$ cat src/core/rlom_regs.svh
/*
  Register map constants for the right line-output mixer control bank.
  Assumes it is included by its bare name from the core folder.
*/
`ifndef RLOM_REGS_SVH
`define RLOM_REGS_SVH

// ----------------------------------------------------------------
// Register offsets
// ----------------------------------------------------------------
`define RLOM_ADDR_SECOND_LINE_INPUT_LEFT_MIX  8'h57
`define RLOM_ADDR_LAMP_MIX    8'h58
`define RLOM_ADDR_LDAC_MIX    8'h59
`define RLOM_ADDR_SECOND_LINE_INPUT_RIGHT_MIX  8'h5a
`define RLOM_ADDR_RAMP_MIX    8'h5b
`define RLOM_ADDR_RDAC_MIX    8'h5c
`define RLOM_ADDR_LEVEL_CTRL  8'h5d
`define RLOM_ADDR_SRC_FIRST   8'h57
`define RLOM_ADDR_SRC_LAST    8'h5c
`define RLOM_NUM_SRC          6

// ----------------------------------------------------------------
// Field positions
// ----------------------------------------------------------------
`define RLOM_SRC_ROUTE_BIT    7
`define RLOM_SRC_ATTEN_MSB    6
`define RLOM_SRC_ATTEN_LSB    0
`define RLOM_LVL_MSB          7
`define RLOM_LVL_LSB          4
`define RLOM_MUTE_BIT         3
`define RLOM_RSVD_BIT         2
`define RLOM_GAIN_BUSY_BIT    1
`define RLOM_PWR_BIT          0

// ----------------------------------------------------------------
// Reset values and decoded codes
// ----------------------------------------------------------------
`define RLOM_RST_ROUTE        1'b0
`define RLOM_RST_ATTEN        7'h00
`define RLOM_RST_LEVEL        4'h0
`define RLOM_RST_UNMUTE       1'b0
`define RLOM_RST_GAIN_BUSY    1'b1
`define RLOM_RST_PWR          1'b0
`define RLOM_RSVD_VAL         1'b0
`define RLOM_LEVEL_MAX        4'h9
`define RLOM_IDX_W            3
`define RLOM_RST_RDATA        8'h00
`define RLOM_UNMAPPED_VAL     8'h00

`endif

$ cat src/core/rlom_pkg.sv
/*
  Types shared by the right line-output mixer control bank.
  Assumes nothing of its surroundings.
*/
package rlom_pkg;
  typedef logic [6:0]      rlom_atten_t;
  typedef logic [5:0][6:0] rlom_atten_arr_t;
  typedef logic [3:0]      rlom_level_t;
  typedef logic [2:0]      rlom_idx_t;
endpackage : rlom_pkg

$ cat src/core/rlom_bank_if.sv
/*
  Carrier between the control bank top and its source register bank.
  Assumes both ends run on core_clk.
*/
`timescale 1ns/1ps
interface rlom_bank_if;
  logic                      wr_en;    // One-cycle write strobe
  rlom_pkg::rlom_idx_t       wr_idx;   // Source index 0..5
  logic [7:0]                wr_data;  // Byte to store
  logic [5:0]                route;    // Routing enables
  rlom_pkg::rlom_atten_arr_t atten;    // Attenuation codes

  modport ctrl (output wr_en, output wr_idx, output wr_data, input route, input atten);
  modport bank (input wr_en, input wr_idx, input wr_data, output route, output atten);
endinterface : rlom_bank_if

$ cat src/core/rlom_src_bank.sv
/*
  Six source-path registers: routing enable and attenuation code each.
  Assumes writes arrive already decoded to an index in range.
*/
`timescale 1ns/1ps
`include "rlom_regs.svh"
module rlom_src_bank (
  input  wire logic  core_clk,  // System clock
  input  wire logic  rst_n,     // Async reset, active low
  rlom_bank_if.bank  bus        // Write side and register view
);
  // ----------------------------------------------------------------
  // Source registers
  // ----------------------------------------------------------------
  logic [5:0]                route_q;
  rlom_pkg::rlom_atten_arr_t atten_q;

  // Store D7 as routing enable and D6-D0 as code, per index
  always_ff @(posedge core_clk or negedge rst_n) begin
    if (!rst_n) begin
      route_q <= {`RLOM_NUM_SRC{`RLOM_RST_ROUTE}};
      atten_q <= {`RLOM_NUM_SRC{`RLOM_RST_ATTEN}};
    end else if (bus.wr_en) begin
      route_q[bus.wr_idx] <= bus.wr_data[`RLOM_SRC_ROUTE_BIT];
      atten_q[bus.wr_idx] <= bus.wr_data[`RLOM_SRC_ATTEN_MSB:`RLOM_SRC_ATTEN_LSB];
    end
  end

  assign bus.route = route_q;
  assign bus.atten = atten_q;
endmodule : rlom_src_bank

$ cat src/core/rlom_top.sv
/*
  Control register bank for the right line-output mixer: six source
  paths and the output stage register, on a simple byte register port.
  Assumes the register port runs on core_clk, and that the analog
  status inputs come from outside this clock domain.
*/
`timescale 1ns/1ps
`include "rlom_regs.svh"
// Summary of operation
// Each source register bit 7 routes its source; read/write, resets to zero.
// Each source register bits 6-0 hold attenuation code, reset zero, exported.
// Output stage bits 7-4 hold output level 0..9 dB, reset zero.
// Software never writes level codes ten through fifteen.
// Output stage bit 3 is mute control; zero mutes, one unmutes.
// Output stage bit 2 reads zero; software leaves it alone.
// Bit 1 reads one until all programmed gains are applied; resets one.
// Bit 0 reads one only when the output driver is fully powered.
// Writes never change bits 2..0; bits 1..0 follow internal status only, bit 2 is hard zero.
module rlom_top (
  input  wire logic                      core_clk,      // 100 MHz system clock
  input  wire logic                      rst_n,         // Async reset, active low
  input  wire logic                      reg_wr,        // Register write strobe
  input  wire logic                      reg_rd,        // Register read strobe
  input  wire logic [7:0]                reg_addr,      // Register offset
  input  wire logic [7:0]                reg_wdata,     // Write data
  output logic [7:0]                     reg_rdata,     // Read data, one cycle later
  output logic                           reg_rvalid,    // Read data valid pulse
  input  wire logic                      gain_settled,  // Analog: gains applied
  input  wire logic                      drv_powered,   // Analog: driver powered
  output logic [5:0]                     route_en,      // Source routing enables
  output rlom_pkg::rlom_atten_arr_t      atten_code,    // Source attenuation codes
  output rlom_pkg::rlom_level_t          out_level,     // Output level code
  output logic                           out_unmute     // 1 unmutes the output
);
  // ----------------------------------------------------------------
  // Address decode
  // ----------------------------------------------------------------
  rlom_bank_if bank_bus ();

  // Offset to source index; only meaningful when the offset is a source
  function automatic rlom_pkg::rlom_idx_t src_index(input logic [7:0] addr);
    logic [7:0] diff;
    diff      = addr - `RLOM_ADDR_SRC_FIRST;
    src_index = diff[`RLOM_IDX_W-1:0];
  endfunction : src_index

  function automatic logic is_src(input logic [7:0] addr);
    is_src = (addr >= `RLOM_ADDR_SRC_FIRST) && (addr <= `RLOM_ADDR_SRC_LAST);
  endfunction : is_src

  // Named decode wires
  wire       wr_src   = reg_wr && is_src(reg_addr);
  wire       wr_lvl   = reg_wr && (reg_addr == `RLOM_ADDR_LEVEL_CTRL);
  wire       rd_src   = is_src(reg_addr);
  wire       rd_lvl   = (reg_addr == `RLOM_ADDR_LEVEL_CTRL);
  wire [2:0] addr_idx = src_index(reg_addr);

  assign bank_bus.wr_en   = wr_src;
  assign bank_bus.wr_idx  = addr_idx;
  assign bank_bus.wr_data = reg_wdata;

  // ----------------------------------------------------------------
  // Source register bank
  // ----------------------------------------------------------------
  rlom_src_bank u_src_bank (
    .core_clk (core_clk),
    .rst_n    (rst_n),
    .bus      (bank_bus.bank)
  );

  assign route_en   = bank_bus.route;
  assign atten_code = bank_bus.atten;

  // ----------------------------------------------------------------
  // Output stage control fields
  // ----------------------------------------------------------------
  rlom_pkg::rlom_level_t level_q;
  logic                  unmute_q;

  // Only D7-D3 are writable; low bits of the byte are dropped here
  always_ff @(posedge core_clk or negedge rst_n) begin
    if (!rst_n) begin
      level_q  <= `RLOM_RST_LEVEL;
      unmute_q <= `RLOM_RST_UNMUTE;
    end else if (wr_lvl) begin
      level_q  <= reg_wdata[`RLOM_LVL_MSB:`RLOM_LVL_LSB];
      unmute_q <= reg_wdata[`RLOM_MUTE_BIT];
    end
  end

  assign out_level  = level_q;
  assign out_unmute = unmute_q;

  // ----------------------------------------------------------------
  // Status synchronisers
  // ----------------------------------------------------------------
  logic settled_s1_q;
  logic settled_s2_q;
  logic powered_s1_q;
  logic powered_s2_q;

  // Two flops each; status pins come from the analog domain
  always_ff @(posedge core_clk or negedge rst_n) begin
    if (!rst_n) begin
      settled_s1_q <= ~`RLOM_RST_GAIN_BUSY;
      settled_s2_q <= ~`RLOM_RST_GAIN_BUSY;
      powered_s1_q <= `RLOM_RST_PWR;
      powered_s2_q <= `RLOM_RST_PWR;
    end else begin
      settled_s1_q <= gain_settled;
      settled_s2_q <= settled_s1_q;
      powered_s1_q <= drv_powered;
      powered_s2_q <= powered_s1_q;
    end
  end

  // Status bits are driven by the analog side only, never by writes
  wire gain_busy = ~settled_s2_q;
  wire pwr_up    = powered_s2_q;

  // Full view of the output stage byte; reserved bit hard zero
  wire [7:0] lvl_view = {level_q, unmute_q, `RLOM_RSVD_VAL, gain_busy, pwr_up};

  // ----------------------------------------------------------------
  // Read port
  // ----------------------------------------------------------------
  // Source view picks the addressed bank entry; only used for source offsets
  wire [7:0] src_view = {route_en[addr_idx], atten_code[addr_idx]};
  wire [7:0] rd_mux   = rd_src ? src_view : (rd_lvl ? lvl_view : `RLOM_UNMAPPED_VAL);

  // Registered answer; unmapped offsets read as zero
  always_ff @(posedge core_clk or negedge rst_n) begin
    if (!rst_n) begin
      reg_rdata  <= `RLOM_RST_RDATA;
      reg_rvalid <= 1'b0;
    end else begin
      reg_rvalid <= reg_rd;
      if (reg_rd) begin
        reg_rdata <= rd_mux;
      end
    end
  end
endmodule : rlom_top
$ cat config.mk
export PLATFORM = sky130hd
export DESIGN_NAME = rlom_top
export DESIGN_NICKNAME = d
export VERILOG_FILES = /design/src/core/rlom_pkg.sv /design/src/core/rlom_bank_if.sv /design/src/core/rlom_src_bank.sv /design/src/core/rlom_top.sv
export VERILOG_INCLUDE_DIRS = /design/src /design/src/core
export SDC_FILE = /design/constraint.sdc
export NUM_CORES = 1
export LEC_CHECK = 0
export ABC_CLOCK_PERIOD_IN_PS = 2000
export BUFFER_PORTS_ARGS = -buffer_cell sky130_fd_sc_hd__buf_2
export CORE_MARGIN = 8
export CORE_UTILIZATION = 56
export DETAILED_ROUTE_END_ITERATION = 8
export PLACE_DENSITY = 0.84
export SYNTH_ARGS = -nofsm -noshare
export SYNTH_HDL_FRONTEND = slang
export SYNTH_HIERARCHICAL = 1
export SYNTH_SLANG_ARGS = --single-unit
$ cat constraint.sdc
create_clock -name core_clk -period 2 [get_ports core_clk]
set_input_delay 0.4 -clock core_clk [delete_from_list [all_inputs] [get_ports core_clk]]
set_output_delay 0.4 -clock core_clk [all_outputs]
set_load 0.03 [all_outputs]
==> results of run 1 <==
power by group through the flow:
stage	Combinational, mW	Clock, mW	Sequential (mW)
final	0.451	1.26	1.45
after detailed placement	0.449	0	1.47
after global routing	0.480	1.34	1.45
after global placement	0.440	0	1.47
after floorplan	0.150	0	1.58
after CTS	0.451	1.29	1.45
area by class of cell:
type | instances | area, µm²
Fill cell | 340 | 1220
Tap cell | 70 | 87.6
Sequential cell | 66 | 1650
Multi-Input combinational cell | 114 | 1280
Clock inverter | 4 | 73.8
Clock buffer | 12 | 155
Timing Repair Buffer | 108 | 616
Inverter | 14 | 52.6
routing by layer:
| layer | part of all wire | global-route usage | vias to the layer above |
|---|---|---|---|
| met5 | 0 | 0 | - |
| met4 | 0.015 | 0.0816 | 0 |
| met3 | 0.066 | 0.0616 | 11 |
| met2 | 0.49 | 0.335 | 84 |
| met1 | 0.43 | 0.266 | 1101 |
| li1 | - | - | 979 |
flip-flops by register name, indices dropped and copies added, names as in the netlist:
signal	flops
powered_s2_q	1
u_src_bank/bus.atten	42
out_level	4
reg_rvalid	1
settled_s1_q	1
reg_rdata	8
settled_s2_q	1
u_src_bank/bus.route	6
out_unmute	1
powered_s1_q	1
placed cells by master, fill, tap and decap left out, drive strengths merged, types with 3 or more instances in the layout:
cell type / count
mux2: 54
mux2i: 7
clkinv: 3
nor4bb: 3
nand4b: 3
ha: 3
a22oi: 6
buf: 108
nand2: 4
clkbuf: 12
dfrtp: 66
o221ai: 8
inv: 13
mux4: 8
cell families after synthesis:
kind of cell	Yosys count	synth area share
AOI/OAI and AO/OA	19	0.0504
xor gates and xnor gates	1	0.00291
adders and majority gates	3	0.0125
buffers and inverters	23	0.0375
DFF	66	0.549
muxes	69	0.287
and+or+nand+nor	22	0.0608
worst max-delay path by stage:
stage / end / slack [ns] / cells past startpoint
after floorplan: u_src_bank/bus.atten[0] / -0.0005 / 8
after global placement: u_src_bank/bus.atten[29] / -0.15 / 8
after detailed placement: u_src_bank/bus.atten[11] / -0.20 / 8
after CTS: u_src_bank/bus.atten[11] / 0.13 / 8
after global routing: u_src_bank/bus.atten[34] / 0.01 / 8
final: u_src_bank/bus.atten[34] / 0.11 / 8
per-stage QoR:
step | util | setup slack (ns)
6_report | 0.763 | 0.110
5_1_grt | 0.763 | 0.0118
4_1_cts | 0.761 | 0.128
3_5_place_dp | 0.717 | -0.201
3_3_place_gp | 0.717 | -0.155
2_1_floorplan | - | -0.000531
==> results.sh, run 1 <==
export IMPL_synth_top_area_share=0.549
export IMPL_fin_nets=338
export IMPL_gr_total_overflow=0
export IMPL_final_cells=388
export IMPL_cts_buffer_depth=2
export IMPL_yosys_area_top_type="dfrtp_1"
export IMPL_critical_path_arrival_ns=2.11
export IMPL_seq_power_share=0.458
export IMPL_grt_pass1_wl_um=12300
export IMPL_outcome="finished, final reports clean"
export IMPL_rr_endpoint="reg_rdata[2]"
export IMPL_synth_area_leaders="dfrtp_1 (55%), mux2_2 (20%), mux4_2 (5.2%), mux2i_1 (2.3%), o221ai_1 (2.0%)"
export IMPL_swShare=0.258
export IMPL_antenna_found_initial=0
export IMPL_dp_cells=372
export IMPL_path_class="input pin to register"
export IMPL_hold_class="input pin to asynchronous set/reset pin"
export IMPL_tightest_slew_ns=0.877
export IMPL_internal_power_mw=2.34
export IMPL_dp_hpwl_um=5600
export IMPL_rows=26
export IMPL_postRouteAntennaNets=0
export IMPL_hold_viol=0
export IMPL_fmax_mhz=529
export IMPL_post_cts_buffers=0
export IMPL_drtPass1Iterations=4
export IMPL_cts_root_buf="clkbuf_8"
export IMPL_synthArstFlopShare=1.00
export IMPL_initial_utilization=0.585
export IMPL_drtIter0Drc=167
export IMPL_ys_top_cells_by_count="dfrtp_1 (66), mux2_2 (54), inv_1 (13)"
export IMPL_diodes=0
export IMPL_cts_htree_levels=3
export IMPL_synth_area_mm2=0.00301
export IMPL_clkSinkCount=66
export IMPL_drcViolationCount=0
export IMPL_portBuffers=83
export IMPL_insertion_delay_ns=0.34
export IMPL_cts_buffers=9
export IMPL_fin_tns_setup_ns=0
export IMPL_setup_viol=0
export IMPL_reg2reg_depth=3
export IMPL_ys_seq_area_frac=0.549
export IMPL_p_sw_mw=0.815
export IMPL_cp_required_ns=2.22
export IMPL_drt_wl_total_um=7810
export IMPL_syn_avg_cell_area_um2=14.8
export IMPL_p_per_area_mw_per_mm2=805
export IMPL_critPathLaunch="reg_addr[0]"
export IMPL_coreArea_mm2=0.00514
export IMPL_drive_gt1_frac=0.619
export IMPL_skew_ns=0.00568
export IMPL_synth_warnings=6
export IMPL_slew_headroom=0.411
export IMPL_end_kind="register"
export IMPL_synthCells=203
export IMPL_clk_pin_slew_worst_paths_ns=0.07
export IMPL_die_area_mm2=0.00797
export IMPL_post_dp_cell_area_mm2=0.00368
export IMPL_rsz0062_at_grt="no"
export IMPL_cts_resized=0
export IMPL_hold_buffers=0
export IMPL_hold_slack_ns=0.0619
export IMPL_cpPeakStageDelay_ns=0.34
export IMPL_design_area_mm2=0.00392
export IMPL_grt_start_max_net_pins=67
export IMPL_r2r_start="u_src_bank/bus.atten[2]"
export IMPL_avgRoutedWirePerCell_um=20.1
export IMPL_fp_dieW_um=89.3
export IMPL_crit_path_start_kind="input pin"
export IMPL_synth_nets=228
export IMPL_pwr_share_clk=0.399
export IMPL_path_buf_inv=2
export IMPL_yosysMostFrequentCell="dfrtp_1"
export IMPL_synth_seq_cells=66
export IMPL_peakVddDrop_v=0.000663
export IMPL_drv_slew=0
export IMPL_place_gp_congestion=0.826
export IMPL_io_pins=84
export IMPL_ys_flop_type="dfrtp_1"
export IMPL_grt_pass1_vias=2354
export IMPL_p_leak_nw=2.08
export IMPL_path_delay_family="simple AND/OR/NAND/NOR gates"
export IMPL_synth_edf_count=0
export IMPL_path_cells="buf_2 -> ha_1 -> and2_2 -> o22ai_1 -> nor2_2 -> nor4bb_2 -> buf_4 -> mux2_2"
export IMPL_power_frac_comb=0.143
export IMPL_max_cap_violations=0
export IMPL_area_delta_synth_final_pct=30.4
export IMPL_grt_usage=0.211
export IMPL_total_power_mw=3.16
export IMPL_vias_per_cell=5.61
export IMPL_die_height_um=89.3
export IMPL_min_period_ns=1.89
export IMPL_cp_max_fo=6
export IMPL_final_period_utilization=0.945
export IMPL_critPathSlowestCell="mux2_2"
export IMPL_cts_tree="yes"
export IMPL_yosys_cell_types_count=35
export IMPL_rrSetupSlack_ns=0.65
export IMPL_vias=2175
(Power assumes the default switching activity.)
==> run 2: changes to the inputs <==
ABC_CLOCK_PERIOD_IN_PS = 2290   (was 2000)
clock period = 2.29 ns   (was 2 ns; I/O delays follow)
==> run 2 against run 1 <==
Against the previous run:
- total power is 19% lower
- register-to-register slack improved by 0.34 ns
- clock power fell by 27%
- routed wire length grew 0.68%
- die area is the same
- core utilization shrank 2.6 points
- sequential share of layout area grew 1.5 points
- via count increased by 0.83%
- worst hold slack gained 0.062 ns
- first-iteration DRC count shrank 18%
- worst setup slack gained 0.13 ns
- count of clock-buffer cells in the layout is 1 higher
- largest cell class unchanged
- largest power group unchanged
==> results.sh, run 2 (same netlist as run 1, synthesis figures left out) <==
export IMPL_tightest_slew_ns=0.503
export IMPL_final_period_utilization=0.897
export IMPL_outcome="finished, final reports clean"
export IMPL_grt_usage=0.210
export IMPL_setup_viol=0
export IMPL_vias_per_cell=5.77
export IMPL_place_gp_congestion=0.839
export IMPL_hold_buffers=0
export IMPL_path_class="input pin to register"
export IMPL_hold_slack_ns=0.123
export IMPL_skew_ns=0.00733
export IMPL_post_cts_buffers=0
export IMPL_drtPass1Iterations=4
export IMPL_hold_viol=0
export IMPL_diodes=0
export IMPL_vias=2193
export IMPL_final_cell_mix="buf_2 (83), dfrtp_1 (66), mux2_2 (54)"
export IMPL_cts_buffers=9
export IMPL_grt_start_max_net_pins=67
export IMPL_grt_pass1_vias=2325
export IMPL_die_area_mm2=0.00797
export IMPL_drcViolationCount=0
export IMPL_postLayoutCoreUtil=0.737
export IMPL_topRoutingLayerUsed="met4"
export IMPL_drt_wl_total_um=7870
export IMPL_io_pins=84
export IMPL_critical_path_arrival_ns=2.27
export IMPL_cts_buffer_depth=2
export IMPL_crit_path_start_kind="input pin"
export IMPL_wl_met2_um=4060
export IMPL_antenna_found_initial=0
export IMPL_drv_slew=0
export IMPL_insertion_delay_ns=0.34
export IMPL_cts_resized=0
export IMPL_rows=26
export IMPL_postRouteAntennaNets=0
export IMPL_route_met3_wl_um=529
export IMPL_clkSinkCount=66
export IMPL_cp_max_fo=8
export IMPL_peakVddDrop_v=0.000461
export IMPL_initial_utilization=0.585
export IMPL_layout_commonest_cell="buf_2"
export IMPL_slew_headroom=0.662
export IMPL_portBuffers=83
export IMPL_rsz0062_at_grt="no"
export IMPL_fmax_mhz=487
export IMPL_die_height_um=89.3
export IMPL_coreArea_mm2=0.00514
export IMPL_largest_register_ffs=42
export IMPL_fin_nets=330
export IMPL_clk_pin_slew_worst_paths_ns=0.07
export IMPL_hold_class="input pin to asynchronous set/reset pin"
export IMPL_cts_root_buf="clkbuf_8"
export IMPL_p_per_area_mw_per_mm2=676
export IMPL_drive_gt1_frac=0.590
export IMPL_max_cap_violations=0
export IMPL_min_period_ns=2.05
export IMPL_rrSetupSlack_ns=0.99
export IMPL_cts_tree="yes"
export IMPL_cts_htree_levels=3
export IMPL_met1_length_um=3190
export IMPL_dp_hpwl_um=5630
export IMPL_drtIter0Drc=137
export IMPL_gr_total_overflow=0
export IMPL_p_leak_nw=2.02
export IMPL_avgRoutedWirePerCell_um=20.7
export IMPL_end_kind="register"
export IMPL_fp_dieW_um=89.3
export IMPL_area_delta_synth_final_pct=26.0
export IMPL_cp_required_ns=2.50
export IMPL_grt_pass1_wl_um=12300
-- run 2: routing by layer --
| layer | track usage | vias to the layer above |
|---|---|---|
| met3 | 0.0551 | 12 |
| met1 | 0.246 | 1123 |
| met4 | 0.0725 | 0 |
| met5 | 0 | - |
| met2 | 0.364 | 92 |
| li1 | - | 966 |
-- run 2: report_power, final --
part	switching (mW)	total, mW	internal, mW
clock	0.421	0.922	0.501
sequential	0.0416	1.26	1.22
combinational	0.237	0.374	0.137
-- run 2: cell type report --
cell class | count | area [µm²]
fill | 347 | 1350
clock buffer | 13 | 139
timing repair buffer | 100 | 556
multi-input combinational | 114 | 1260
inverter | 14 | 52.6
tap | 70 | 87.6
clock inverter | 3 | 40.0
sequential | 66 | 1650
-- run 2: final timing paths --
check | start | end | cells past startpoint
max | reg_addr[0] | u_src_bank/bus.atten[8] | 8
min | rst_n | u_src_bank/bus.atten[2] | 2
max reg2reg | u_src_bank/bus.atten[30] | reg_rdata[2] | 3
min reg2reg | powered_s1_q | powered_s2_q | 0
max in group asynchronous | rst_n | u_src_bank/bus.atten[15] | 2
min in group core_clk | gain_settled | settled_s1_q | 1
-- run 2: per-stage QoR --
stage          std cells  worst slack [ns]  instance area [µm²]  power, mW  setup TNS (ns)
6_report             380             0.236                 3790       2.56               0
4_1_cts              380             0.288                 3790       2.58               0
2_1_floorplan        203           0.00869                 3010       1.51               0
3_5_place_dp         364           -0.0877                 3610       1.66           -1.36
3_3_place_gp         364            0.0524                 3610       1.65               0
5_1_grt              380            0.0748                 3790       2.66               0
-- run 2: worst max-delay path: stages --
cell and delay (ns):
buf_2 0.10, ha_1 0.22, and2_2 0.18, o22ai_1 0.09, nor2_1 0.26, nor4bb_2 0.32
buf_4 0.26, mux2_2 0.37
